==> config.mk <==
export PLATFORM = sky130hd
export DESIGN_NAME = ccppw_compare_pwm
export DESIGN_NICKNAME = d
export VERILOG_FILES = /design/src/design/ccppw_pkg.sv /design/src/design/ccppw_timebase.sv /design/src/design/ccppw_compare_pwm.sv
export SDC_FILE = /design/constraint.sdc
export NUM_CORES = 1
export LEC_CHECK = 0
export BUFFER_PORTS_ARGS = -buffer_cell sky130_fd_sc_hd__buf_4
export CAP_MARGIN = 0
export CORE_ASPECT_RATIO = 1.5
export CORE_MARGIN = 2
export CORE_UTILIZATION = 58
export DETAILED_ROUTE_END_ITERATION = 8
export PLACE_DENSITY = 0.88
export SETUP_SLACK_MARGIN = 0.4
export SLEW_MARGIN = 20
export SYNTH_ARGS = -nofsm -noshare
export SYNTH_HDL_FRONTEND = slang
export SYNTH_SLANG_ARGS = --single-unit
==> constraint.sdc <==
create_clock -name pclk -period 5 [get_ports pclk]
set_input_delay 1.5 -clock pclk [delete_from_list [all_inputs] [get_ports pclk]]
set_output_delay 1.5 -clock pclk [all_outputs]
set_load 0.005 [all_outputs]
==> src/design/ccppw_pkg.sv <==
// shared constants, register map and types of the compare/pwm unit
package ccppw_pkg;

  // apb register byte offsets
  localparam logic [7:0] OFS_CTRL     = 8'h00;
  localparam logic [7:0] OFS_DUTY_LO  = 8'h04;
  localparam logic [7:0] OFS_DUTY_SH  = 8'h08;
  localparam logic [7:0] OFS_PERIOD   = 8'h0C;
  localparam logic [7:0] OFS_TCTRL    = 8'h10;
  localparam logic [7:0] OFS_TSEL     = 8'h14;
  localparam logic [7:0] OFS_IRQ_STAT = 8'h18;
  localparam logic [7:0] OFS_IRQ_MASK = 8'h1C;
  localparam logic [7:0] OFS_PIN      = 8'h20;
  localparam logic [7:0] OFS_TMR      = 8'h24;

  // ccp_control_reg fields
  localparam int CTRL_W       = 6;
  localparam int CTRL_MODE_HI = 3;
  localparam int CTRL_MODE_LO = 0;
  localparam int CTRL_DLSB_HI = 5;
  localparam int CTRL_DLSB_LO = 4;

  // timer_control_reg fields
  localparam int TCTRL_W     = 3;
  localparam int TCTRL_PS_HI = 1;
  localparam int TCTRL_PS_LO = 0;
  localparam int TCTRL_ON    = 2;

  // pin register fields
  localparam int PIN_DIR   = 0;
  localparam int PIN_LATCH = 1;
  localparam int PIN_LEVEL = 2;

  // reset values
  localparam logic [7:0] PERIOD_RST = 8'hFF;
  localparam logic       PIN_DIR_RST = 1'b1;

  // mode select codes
  localparam logic [3:0] MODE_OFF    = 4'h0;
  localparam logic [3:0] MODE_TOGGLE = 4'h2;
  localparam logic [3:0] MODE_SET    = 4'h8;
  localparam logic [3:0] MODE_CLR    = 4'h9;
  localparam logic [3:0] MODE_SWINT  = 4'hA;
  localparam logic [3:0] MODE_TRIG   = 4'hB;
  localparam logic [1:0] MODE_PWM_HI = 2'h3;

  // timer select codes
  localparam logic [1:0] TSEL_A_T2 = 2'h0;
  localparam logic [1:0] TSEL_B_T4 = 2'h1;
  localparam logic [1:0] TSEL_B_T6 = 2'h2;
  localparam logic [1:0] TSEL_RSVD = 2'h3;

  // prescale codes and terminal counts of the 6-bit phase counter
  localparam logic [1:0] PS_R1   = 2'h0;
  localparam logic [1:0] PS_R4   = 2'h1;
  localparam logic [5:0] TERM_R1 = 6'h03;
  localparam logic [5:0] TERM_R4 = 6'h0F;
  localparam logic [5:0] TERM_R16 = 6'h3F;

  typedef enum logic [2:0] {
    MD_IDLE, MD_TOGGLE, MD_SET, MD_CLEAR, MD_SWINT, MD_TRIG, MD_PWM
  } ccppw_mode_e;

  typedef struct packed {
    logic [15:0] count;
    logic        async_mode;
  } ccppw_tmr_s;

endpackage : ccppw_pkg

==> src/design/ccppw_timebase.sv <==
// pwm time base timer: 8-bit count with phase/prescale counter
`timescale 1ns/1ps
`default_nettype none
module ccppw_timebase
(
  input  wire logic       pclk,
  input  wire logic       presetn,
  input  wire logic       pce,
  input  wire logic       run,
  input  wire logic [1:0] ps_sel,
  input  wire logic       wrap,
  output logic      [7:0] tmr,
  output logic      [1:0] frac,
  output logic            tick
);
  import ccppw_pkg::*;

  logic [5:0] phase;
  logic [5:0] term;

  always_comb
  begin
    unique case (ps_sel)
      PS_R1:   term = TERM_R1;
      PS_R4:   term = TERM_R4;
      default: term = TERM_R16;
    endcase
  end

  // the two low time base bits split each timer step into four prescaler quarters
  always_comb
  begin
    unique case (ps_sel)
      PS_R1:   frac = phase[1:0];
      PS_R4:   frac = phase[3:2];
      default: frac = phase[5:4];
    endcase
  end

  assign tick = run && (phase == term);

  always_ff @(posedge pclk or negedge presetn)
  begin
    if (!presetn)
      phase <= '0;
    else if (pce)
    begin
      if (!run || tick)
        phase <= '0;
      else
        phase <= phase + 6'h01;
    end
  end

  // no postscaler here: period depends on count and prescale only
  always_ff @(posedge pclk or negedge presetn)
  begin
    if (!presetn)
      tmr <= '0;
    else if (pce && tick)
      tmr <= wrap ? '0 : tmr + 8'h01;
  end

endmodule : ccppw_timebase
`default_nettype wire

==> src/design/ccppw_compare_pwm.sv <==
// compare and pwm unit with its apb register file
`timescale 1ns/1ps
`default_nettype none
module ccppw_compare_pwm
(
  input  wire logic                 pclk,
  input  wire logic                 presetn,
  input  wire logic                 pce,
  input  wire logic                 psel,
  input  wire logic                 penable,
  input  wire logic                 pwrite,
  input  wire logic [7:0]           paddr,
  input  wire logic [31:0]          pwdata,
  output logic      [31:0]          prdata,
  output logic                      pready,
  output logic                      pslverr,
  input  wire ccppw_pkg::ccppw_tmr_s tmr_a,
  input  wire ccppw_pkg::ccppw_tmr_s tmr_b,
  output logic                      tmr_a_clear,
  output logic                      tmr_b_clear,
  output logic                      special_event,
  output logic                      ccp_pin_o,
  output logic                      ccp_pin_oe_n,
  output logic                      irq
);
  import ccppw_pkg::*;

  logic [CTRL_W-1:0]  ctrl;
  logic [7:0]         duty_low;
  logic [7:0]         duty_shadow;
  logic [1:0]         duty_lat2;
  logic [7:0]         period;
  logic [TCTRL_W-1:0] tctrl;
  logic [1:0]         tsel;
  logic               irq_status;
  logic               irq_mask;
  logic               pin_dir;
  logic               port_latch;
  logic               ccp_latch;
  logic               eq_q;
  ccppw_mode_e        mode;
  logic               wr_en;
  logic               rd_setup;
  logic [31:0]        rd_word;
  logic               sel_a;
  logic               sel_b;
  logic               cmp_mode;
  logic               cmp_ok;
  logic               eq;
  logic               match;
  ccppw_tmr_s         sel_tmr;
  logic [7:0]         tb_tmr;
  logic [1:0]         tb_frac;
  logic               tb_tick;
  logic               pwm_on;
  logic               period_evt;
  logic               period_q;
  logic [9:0]         duty_src;
  logic               duty_hit;
  logic               next_ccp_latch;

  function automatic logic is_mapped(input logic [7:0] a);
    is_mapped = a inside {OFS_CTRL, OFS_DUTY_LO, OFS_DUTY_SH, OFS_PERIOD, OFS_TCTRL,
                          OFS_TSEL, OFS_IRQ_STAT, OFS_IRQ_MASK, OFS_PIN, OFS_TMR};
  endfunction : is_mapped

  function automatic logic hits(input logic [7:0] a, input logic [7:0] ofs);
    hits = (a == ofs);
  endfunction : hits

  // apb: zero wait states while enabled, stalled while frozen
  assign pready   = pce;
  assign pslverr  = psel && penable && !is_mapped(paddr);
  assign wr_en    = psel && penable && pwrite && pce && is_mapped(paddr);
  assign rd_setup = psel && !penable && !pwrite;

  always_comb
  begin
    unique case (ctrl[CTRL_MODE_HI:CTRL_MODE_LO])
      MODE_TOGGLE: mode = MD_TOGGLE;
      MODE_SET:    mode = MD_SET;
      MODE_CLR:    mode = MD_CLEAR;
      MODE_SWINT:  mode = MD_SWINT;
      MODE_TRIG:   mode = MD_TRIG;
      default:
      begin
        if (ctrl[CTRL_MODE_HI:CTRL_MODE_HI-1] == MODE_PWM_HI)
          mode = MD_PWM;
        else
          mode = MD_IDLE;
      end
    endcase
  end

  // control register; clearing it is how software resets the output latch
  always_ff @(posedge pclk or negedge presetn)
  begin
    if (!presetn)
      ctrl <= '0;
    else if (pce && wr_en && hits(paddr, OFS_CTRL))
      ctrl <= pwdata[CTRL_W-1:0];
  end

  always_ff @(posedge pclk or negedge presetn)
  begin
    if (!presetn)
      duty_low <= '0;
    else if (pce && wr_en && hits(paddr, OFS_DUTY_LO))
      duty_low <= pwdata[7:0];
  end

  assign duty_src = {duty_low, ctrl[CTRL_DLSB_HI:CTRL_DLSB_LO]};

  // high byte doubles as compare msb and pwm duty buffer
  always_ff @(posedge pclk or negedge presetn)
  begin
    if (!presetn)
    begin
      duty_shadow <= '0;
      duty_lat2   <= '0;
    end
    else if (pce)
    begin
      if (period_evt)
      begin
        duty_shadow <= duty_src[9:2];
        duty_lat2   <= duty_src[1:0];
      end
      else if (wr_en && hits(paddr, OFS_DUTY_SH) && mode != MD_PWM)
        duty_shadow <= pwdata[7:0];
    end
  end

  always_ff @(posedge pclk or negedge presetn)
  begin
    if (!presetn)
      period <= PERIOD_RST;
    else if (pce && wr_en && hits(paddr, OFS_PERIOD))
      period <= pwdata[7:0];
  end

  always_ff @(posedge pclk or negedge presetn)
  begin
    if (!presetn)
      tctrl <= '0;
    else if (pce && wr_en && hits(paddr, OFS_TCTRL))
      tctrl <= pwdata[TCTRL_W-1:0];
  end

  always_ff @(posedge pclk or negedge presetn)
  begin
    if (!presetn)
      tsel <= TSEL_A_T2;
    else if (pce && wr_en && hits(paddr, OFS_TSEL))
      tsel <= pwdata[1:0];
  end

  always_ff @(posedge pclk or negedge presetn)
  begin
    if (!presetn)
      irq_mask <= 1'b0;
    else if (pce && wr_en && hits(paddr, OFS_IRQ_MASK))
      irq_mask <= pwdata[0];
  end

  // direction bit high keeps the driver off
  always_ff @(posedge pclk or negedge presetn)
  begin
    if (!presetn)
    begin
      pin_dir    <= PIN_DIR_RST;
      port_latch <= 1'b0;
    end
    else if (pce && wr_en && hits(paddr, OFS_PIN))
    begin
      pin_dir    <= pwdata[PIN_DIR];
      port_latch <= pwdata[PIN_LATCH];
    end
  end

  // compare time base selection
  assign sel_a   = (tsel == TSEL_A_T2);
  assign sel_b   = (tsel == TSEL_B_T4) || (tsel == TSEL_B_T6);
  assign sel_tmr = sel_a ? tmr_a : tmr_b;

  assign cmp_mode = (mode == MD_TOGGLE) || (mode == MD_SET) || (mode == MD_CLEAR)
                 || (mode == MD_SWINT) || (mode == MD_TRIG);
  // async counters can't be compared safely on this clock
  assign cmp_ok = cmp_mode && (sel_a || sel_b) && !sel_tmr.async_mode;
  assign eq     = cmp_ok && (sel_tmr.count == {duty_shadow, duty_low});

  // one event per match even while a slow timer dwells on the value
  assign match = eq && !eq_q;

  // pin is set one cycle after the wrap, so high time is exactly the duty steps
  always_ff @(posedge pclk or negedge presetn)
  begin
    if (!presetn)
    begin
      eq_q     <= 1'b0;
      period_q <= 1'b0;
    end
    else if (pce)
    begin
      eq_q     <= eq;
      period_q <= period_evt;
    end
  end

  // trigger pulses to the timer pair; no conversion start output exists
  always_ff @(posedge pclk or negedge presetn)
  begin
    if (!presetn)
    begin
      special_event <= 1'b0;
      tmr_a_clear   <= 1'b0;
      tmr_b_clear   <= 1'b0;
    end
    else if (pce)
    begin
      special_event <= match && (mode == MD_TRIG);
      tmr_a_clear   <= match && (mode == MD_TRIG) && sel_a;
      tmr_b_clear   <= match && (mode == MD_TRIG) && sel_b;
    end
  end

  // pwm time base; selection code 11 leaves pwm stopped
  assign pwm_on = (mode == MD_PWM) && (tsel != TSEL_RSVD);

  ccppw_timebase u_timebase
  (
    .pclk    (pclk),
    .presetn (presetn),
    .pce     (pce),
    .run     (tctrl[TCTRL_ON]),
    .ps_sel  (tctrl[TCTRL_PS_HI:TCTRL_PS_LO]),
    .wrap    (tb_tmr == period),
    .tmr     (tb_tmr),
    .frac    (tb_frac),
    .tick    (tb_tick)
  );

  // wraps outside pwm mode must not disturb the compare msb
  assign period_evt = pwm_on && tb_tick && (tb_tmr == period);
  // duty above period never matches, so the pin stays high
  assign duty_hit = ({duty_shadow, duty_lat2} == {tb_tmr, tb_frac});

  always_comb
  begin
    next_ccp_latch = ccp_latch;
    unique case (mode)
      MD_TOGGLE:
        if (match)
          next_ccp_latch = !ccp_latch;
      MD_SET:
        if (match)
          next_ccp_latch = 1'b1;
      MD_CLEAR:
        if (match)
          next_ccp_latch = 1'b0;
      MD_PWM:
      begin
        if (pwm_on && period_q)
          next_ccp_latch = ({duty_shadow, duty_lat2} != '0);
        else if (pwm_on && duty_hit)
          next_ccp_latch = 1'b0;
      end
      MD_IDLE, MD_SWINT, MD_TRIG:
        next_ccp_latch = ccp_latch;
    endcase
  end

  always_ff @(posedge pclk or negedge presetn)
  begin
    if (!presetn)
      ccp_latch <= 1'b0;
    else if (pce)
    begin
      if (wr_en && hits(paddr, OFS_CTRL) && pwdata[CTRL_W-1:0] == '0)
        ccp_latch <= 1'b0;
      else
        ccp_latch <= next_ccp_latch;
    end
  end

  // sticky match flag; a new match wins over a clear in the same cycle
  always_ff @(posedge pclk or negedge presetn)
  begin
    if (!presetn)
      irq_status <= 1'b0;
    else if (pce)
    begin
      if (match)
        irq_status <= 1'b1;
      else if (wr_en && hits(paddr, OFS_IRQ_STAT) && pwdata[0])
        irq_status <= 1'b0;
    end
  end

  assign irq = irq_status && irq_mask;

  // pin driver: unit latch in output modes, port latch otherwise
  always_ff @(posedge pclk or negedge presetn)
  begin
    if (!presetn)
    begin
      ccp_pin_o    <= 1'b0;
      ccp_pin_oe_n <= PIN_DIR_RST;
    end
    else if (pce)
    begin
      ccp_pin_oe_n <= pin_dir;
      if ((mode == MD_TOGGLE) || (mode == MD_SET) || (mode == MD_CLEAR) || pwm_on)
        ccp_pin_o <= next_ccp_latch;
      else
        ccp_pin_o <= port_latch;
    end
  end

  always_comb
  begin
    rd_word = '0;
    unique case (paddr)
      OFS_CTRL:     rd_word[CTRL_W-1:0] = ctrl;
      OFS_DUTY_LO:  rd_word[7:0] = duty_low;
      OFS_DUTY_SH:  rd_word[7:0] = duty_shadow;
      OFS_PERIOD:   rd_word[7:0] = period;
      OFS_TCTRL:    rd_word[TCTRL_W-1:0] = tctrl;
      OFS_TSEL:     rd_word[1:0] = tsel;
      OFS_IRQ_STAT: rd_word[0] = irq_status;
      OFS_IRQ_MASK: rd_word[0] = irq_mask;
      OFS_PIN:      rd_word[PIN_LEVEL:PIN_DIR] = {ccp_pin_o, port_latch, pin_dir};
      OFS_TMR:      rd_word[7:0] = tb_tmr;
      default:      rd_word = '0;
    endcase
  end

  // read data captured in the setup cycle so it comes from a flop
  always_ff @(posedge pclk or negedge presetn)
  begin
    if (!presetn)
      prdata <= '0;
    else if (pce && rd_setup)
      prdata <= rd_word;
  end

endmodule : ccppw_compare_pwm
`default_nettype wire

* Word-level counts from Yosys, hierarchy flattened
Cells that the tools add are included.
Word-level totals: logic and storage cells 143, output and inout bits 40, input port bits 80, flip-flop bits (word level) 71
Operators by class: eq/ne operators 30, mux-type cells 24, $add $sub $neg 2, reductions and logical operators 65
Operator list (count):
- 1-bit logical AND | 37
- 8-bit by 5-bit == test with 1-bit output, second input constant | 4
- 3-bit case mux with 5 select lines | 2
- 8-bit two-way mux | 3
- 10-bit nonzero test | 2
- 17-bit two-way mux | 1
- 16-bit == test | 1
- 4-bit == test, second input constant | 4
- 8-bit by 4-bit == test with 1-bit output, second input constant | 2
- 8-bit by 6-bit == test with 1-bit output, second input constant | 2
- 6-bit case mux with 2 select lines | 1
- 10-bit == test | 1
- 1-bit case mux with 10 select lines | 1
- 3-bit == test, second input constant | 3
- 1-bit two-way mux | 9
- 8-bit by 1-bit adder with 8-bit output, second input constant | 1
- 8-bit by 3-bit == test with 1-bit output, second input constant | 1
- 8-bit == test | 1
- 8-bit zero test | 1
- 1-bit logical OR | 8
- 1-bit case mux with 8 select lines | 1
- 2-bit case mux with 4 select lines | 1
- 1-bit zero test | 7
- 1-bit case mux with 7 select lines | 1
- other kinds (19) | 26

* Longest topological paths before layout
depth after elaboration 15, depth in mapped cells 17, gate-level depth less buffers 15

* Cells and area by module
From an unflattened synthesis, not the netlist that was laid out.
Second synthesis, totals: cell total of the unflattened synthesis 463, area, all modules 4793.3 sq um
Modules (own cells, without submodules):
- ccppw_compare_pwm | seq. area each 1438.9 sq um, cells an instance 369, area each 3933.8 sq um, times used 1
- ccppw_timebase | seq. area each 350.3 sq um, cells an instance 94, area each 859.6 sq um, times used 1

* Least setup slack after synthesis
No wires, ideal clock.
path type input -> register, from in tmr_b[0] (netlist name), to reg ccp_latch, required time 4.901 ns, cell stages on the path 13, buffers on the path 0, setup time 0.099 ns, setup slack 1.327 ns, arrival 3.574 ns, cell sequence nor2b_1 > a2111oi_0 > o21ai_0 > a211oi_1 > nand4_1 > nand2b_1 > ha_1 > nand2b_1 > o2111ai_1 > a21oi_1 > o32ai_1 > and3_1 > a311oi_1
Between the ends: cells in the longest elaborated chain, start to end 8, elaborated cells between the ends (all ways) 10, classes of those cells mux: 6; reduce/logical: 4
RTL lines:
- from (decl) | RTL line ccppw_compare_pwm.sv:18 | input wire ccppw_pkg::ccppw_tmr_s tmr_b,
- 17-bit two-way mux * | RTL line ccppw_compare_pwm.sv:184 | assign sel_tmr = sel_a ? tmr_a : tmr_b;
- 1-bit zero test * | RTL line ccppw_compare_pwm.sv:189 | assign cmp_ok = cmp_mode && (sel_a || sel_b) && !sel_tmr.async_mode;
- 1-bit logical AND * | RTL line ccppw_compare_pwm.sv:189
- 1-bit logical AND * | RTL line ccppw_compare_pwm.sv:190 | assign eq = cmp_ok && (sel_tmr.count == {duty_shadow, duty_low});
- 1-bit logical AND * | RTL line ccppw_compare_pwm.sv:193 | assign match = eq && !eq_q;
- 1-bit two-way mux, on equally long branches | RTL line ccppw_compare_pwm.sv:259, ccppw_compare_pwm.sv:253, ccppw_compare_pwm.sv:256
- 1-bit case mux with 5 select lines * | RTL line ccppw_compare_pwm.sv:251 | unique case (mode)
- 1-bit two-way mux * | RTL line ccppw_compare_pwm.sv:279 | if (wr_en && hits(paddr, OFS_CTRL) && pwdata[CTRL_W-1:0] == '0)
- to (signal assigned) | RTL line ccppw_compare_pwm.sv:282 | ccp_latch <= next_ccp_latch;
- to (decl) | RTL line ccppw_compare_pwm.sv:39 | logic ccp_latch;
Mark *: on every way between the ends. The rest lies on a longest branch, timed or not. A chain may end at the register's enable or synchronous reset.

* Final worst setup path
from in paddr[1], to out pslverr
Between the ends: cells in the longest elaborated chain, start to end 4, elaborated cells between the ends (all ways) 13, classes of those cells eq/ne: 9; reduce/logical: 4
RTL lines:
- from (decl) | RTL line ccppw_compare_pwm.sv:12 | input wire logic [7:0] paddr,
- 8-bit by 3-bit == test with 1-bit output (tied with other cells) | RTL line ccppw_compare_pwm.sv:63 | is_mapped = a inside {OFS_CTRL, OFS_DUTY_LO, OFS_DUTY_SH, OFS_PERIOD, OFS_TCTRL,
- 10-bit nonzero test * | RTL line ccppw_compare_pwm.sv:63
- 1-bit zero test * | RTL line ccppw_compare_pwm.sv:73 | assign pslverr = psel && penable && !is_mapped(paddr);
- 1-bit logical AND * | RTL line ccppw_compare_pwm.sv:73
- to (decl) | RTL line ccppw_compare_pwm.sv:16 | output logic pslverr,
Marked as above.

==> flow_summary.yaml <==
final_layout:
  regArea_sq_mm: 0.001789
  final_core_util: 0.6902
  drive_gt1_frac: 0.2870
  syn2layout_area_growth_pct: 17.61
  fillCellCount: 627
  layout_common_cells: "buf_4, dfrtp_1, mux2_2"
  num_antenna_cells: 0
  layout_commonest_cell: "buf_4"
  finalNetCount: 621
  multi_input_area_sq_mm: 0.002609
place:
  hpwlAfterDp_mm: 9.279
  port_buffers: 71
  place.gp.congestion: 0.8974
  place_ws_ns: 0.8505
clock_tree:
  clk_path_buf_depth: 2
  htree_levels: 3
  post_cts_buffers: 0
  cts.sinks: 71
  cts_buffers: 9
  clk_pin_slew_ns: 0.05
  insertion_delay_ns: 0.34
  cts_tree: "built"
  cts_hold_buffers: 0
  cts_resized: 0
  cts-root-buf: "clkbuf_16"
global_route:
  antenna_found_initial: 0
  grt_pass1_vias: 3858
  grt_first_pass_wirelength_mm: 19.83
  grtUsageTotal: 0.2980
  grt_max_degree: 72
  grt-ovfl-total: 0
pwr:
  p_leak_nw: 2.423
  power.density_mw_per_mm2: 279.1
  switchingPower_uw: 377.1
  p_comb_frac: 0.122
  p_int_mw: 1.146
  seqPwrFrac: 0.421
  sw_frac_of_total: 0.2476
  peakVddDrop_mv: 0.2487
  clockPowerShare: 0.458
sta:
  setup_violations: 0
  clock.fmax_ghz: 0.2436
  fin_skew_ns: 0.007267
  period_needed_ns: 4.106
  hold_violations: 0
  hold-worst-slack_ns: 0.4922
  worstMarginPinSlew_ns: 1.010
  slew_viol_final: 0
  rsz0062_at_grt: "no"
  setup_slack_ns: 0.8941
  finalSetupTns_ns: 0
  period_share: 0.8212
  max-slew-margin-rel: 0.3265
min_path:
  hold_class: "reg -> reg"
  hold_end: "prdata[6]"
  hold_start: "prdata[6]"
  min_path_cells: 2
critical_path:
  path_cells: "buf_4, nor2_1, nand3_1, and3_1, buf_4"
  crit_path_max_fanout: 8
  slowest_delay_ns: 0.40
  crit_type: "in -> out"
  cp-startpoint: "paddr[1]"
  worstReg2RegStart: "tsel[0]"
  cpMostUsedCell: "buf_4"
  worstSetupStartpointType: "primary input"
  cp_slowest_cell: "nor2_1"
  critPathCaptureType: "output pin"
  reg2reg_to: "ccp_latch"
  reg2reg_depth: 15
  r2r_slack_ns: 0.95
  worstPathRequired_ns: 3.50
  crit_arrival_ns: 2.61
routing:
  wl_mm: 12.65
  first_pass_iters: 5
  drc: 0
  ant_nets: 0
  drt_iter0_drc: 334
  wire_per_inst_um: 19.61
  vias: 3929
  vias_per_cell: 6.091
outcome:
  status: "finished, final reports clean"
synthesis:
  syn_area_sq_mm: 0.004641
  ys_warn_count: 0
  synth_edf_count: 0
  synth_cells: 475
  synthFlopType: "dfrtp_1"
  synth_seq_cells: 71
  ys_seq_area_frac: 0.3855
  yosysUniqueCellTypes: 61
  avgSynthCellArea_sq_um: 9.770
  ys_async_sr_fraction: 1.000
job:
  cap_violations: 0
floorplan:
  start_util: 0.5869
  rows: 40
  die_h_um: 113.6
  coreArea_sq_mm: 0.007908
  die_area_sq_mm: 0.008748
  io_pins: 120
  die_x_um: 77.04
power by group through the flow:
stage	combinational [mW]	clock (mW)	sequential (mW)
2_1_floorplan	0.123	0	0.630
3_3_place_gp	0.174	0	0.647
3_5_place_dp	0.181	0	0.650
4_1_cts	0.184	0.704	0.640
5_1_grt	0.203	0.731	0.646
6_report	0.185	0.697	0.641
state kept, by name, indices dropped and copies added, names as in the netlist, 2 cells and up:
signal	flops
tctrl	3
u_timebase.phase	6
prdata	8
ctrl	6
duty_lat2	2
u_timebase.tmr	8
duty_low	8
period	8
tsel	2
duty_shadow	8
synth_stat cells (all sizes together) (4+ instances only):
library cell,n,share of area
xor2,15,0.028
nor3,12,0.016
dfrtp,61,0.33
a22oi,5,0.0081
inv,15,0.012
o22ai,8,0.011
nor2,27,0.022
ha,6,0.016
dfstp,10,0.057
and3,6,0.0081
mux2,48,0.12
nand2,37,0.030
clkbuf,13,0.011
nand3,19,0.020
o21ai,27,0.029
buf,34,0.051
nor4,6,0.0094
xnor2,20,0.038
mux2i,27,0.058
nand2b,9,0.012
nand4,12,0.016
a21oi,10,0.011
o31ai,4,0.0065
logic make-up (layout without fill, tap and decap cells):
group,after synthesis,in the layout,share of synthesized area
adders and majority gates,6,6,0.01618
muxes,75,75,0.1812
and+or+nand+nor,149,149,0.1712
buffers and inverters,62,104,0.07414
AOI/OAI and AO/OA,76,76,0.1049
other,1,24,0.0008081
xor gates and xnor gates,35,35,0.06606
DFF,71,71,0.3855
worst max path at each step:
stage / endpoint / slack (ns)
global route: ccp_latch / 0.68
CTS: pslverr / 0.91
finish: pslverr / 0.89
global placement: pslverr / 0.89
detailed placement: ccp_latch / 0.85
floorplan: ccp_latch / 1.33
critical path: cells and delay by family:
family | cells | cell delay (ns)
AND/OR/NAND/NOR | 3 | 0.87
buffers and inverters | 2 | 0.24
stage by stage:
stage | total power, mW | std cells | area (sq um)
after floorplan | 0.7536 | 498 | 4727
final | 1.523 | 645 | 5458
after global routing | 1.580 | 645 | 5458
after global placement | 0.8206 | 629 | 5125
after detailed placement | 0.8310 | 629 | 5125
after CTS | 1.528 | 645 | 5449
final cells by class:
class | count | area share
inverters | 15 | 0.01032
multi-input cells | 365 | 0.4780
clock inverters | 5 | 0.01490
well taps | 105 | 0.02407
flip-flops and latches | 71 | 0.3278
clock buffers | 11 | 0.04448
repair buffers | 73 | 0.1004
per-layer routing:
metal / routed length, um / GRT usage
met1: 4682 / 0.3460
met2: 6612 / 0.5053
met3: 641 / 0.05617
met4: 712 / 0.1905
met5: 0 / 0
(Power assumes the default switching activity.)
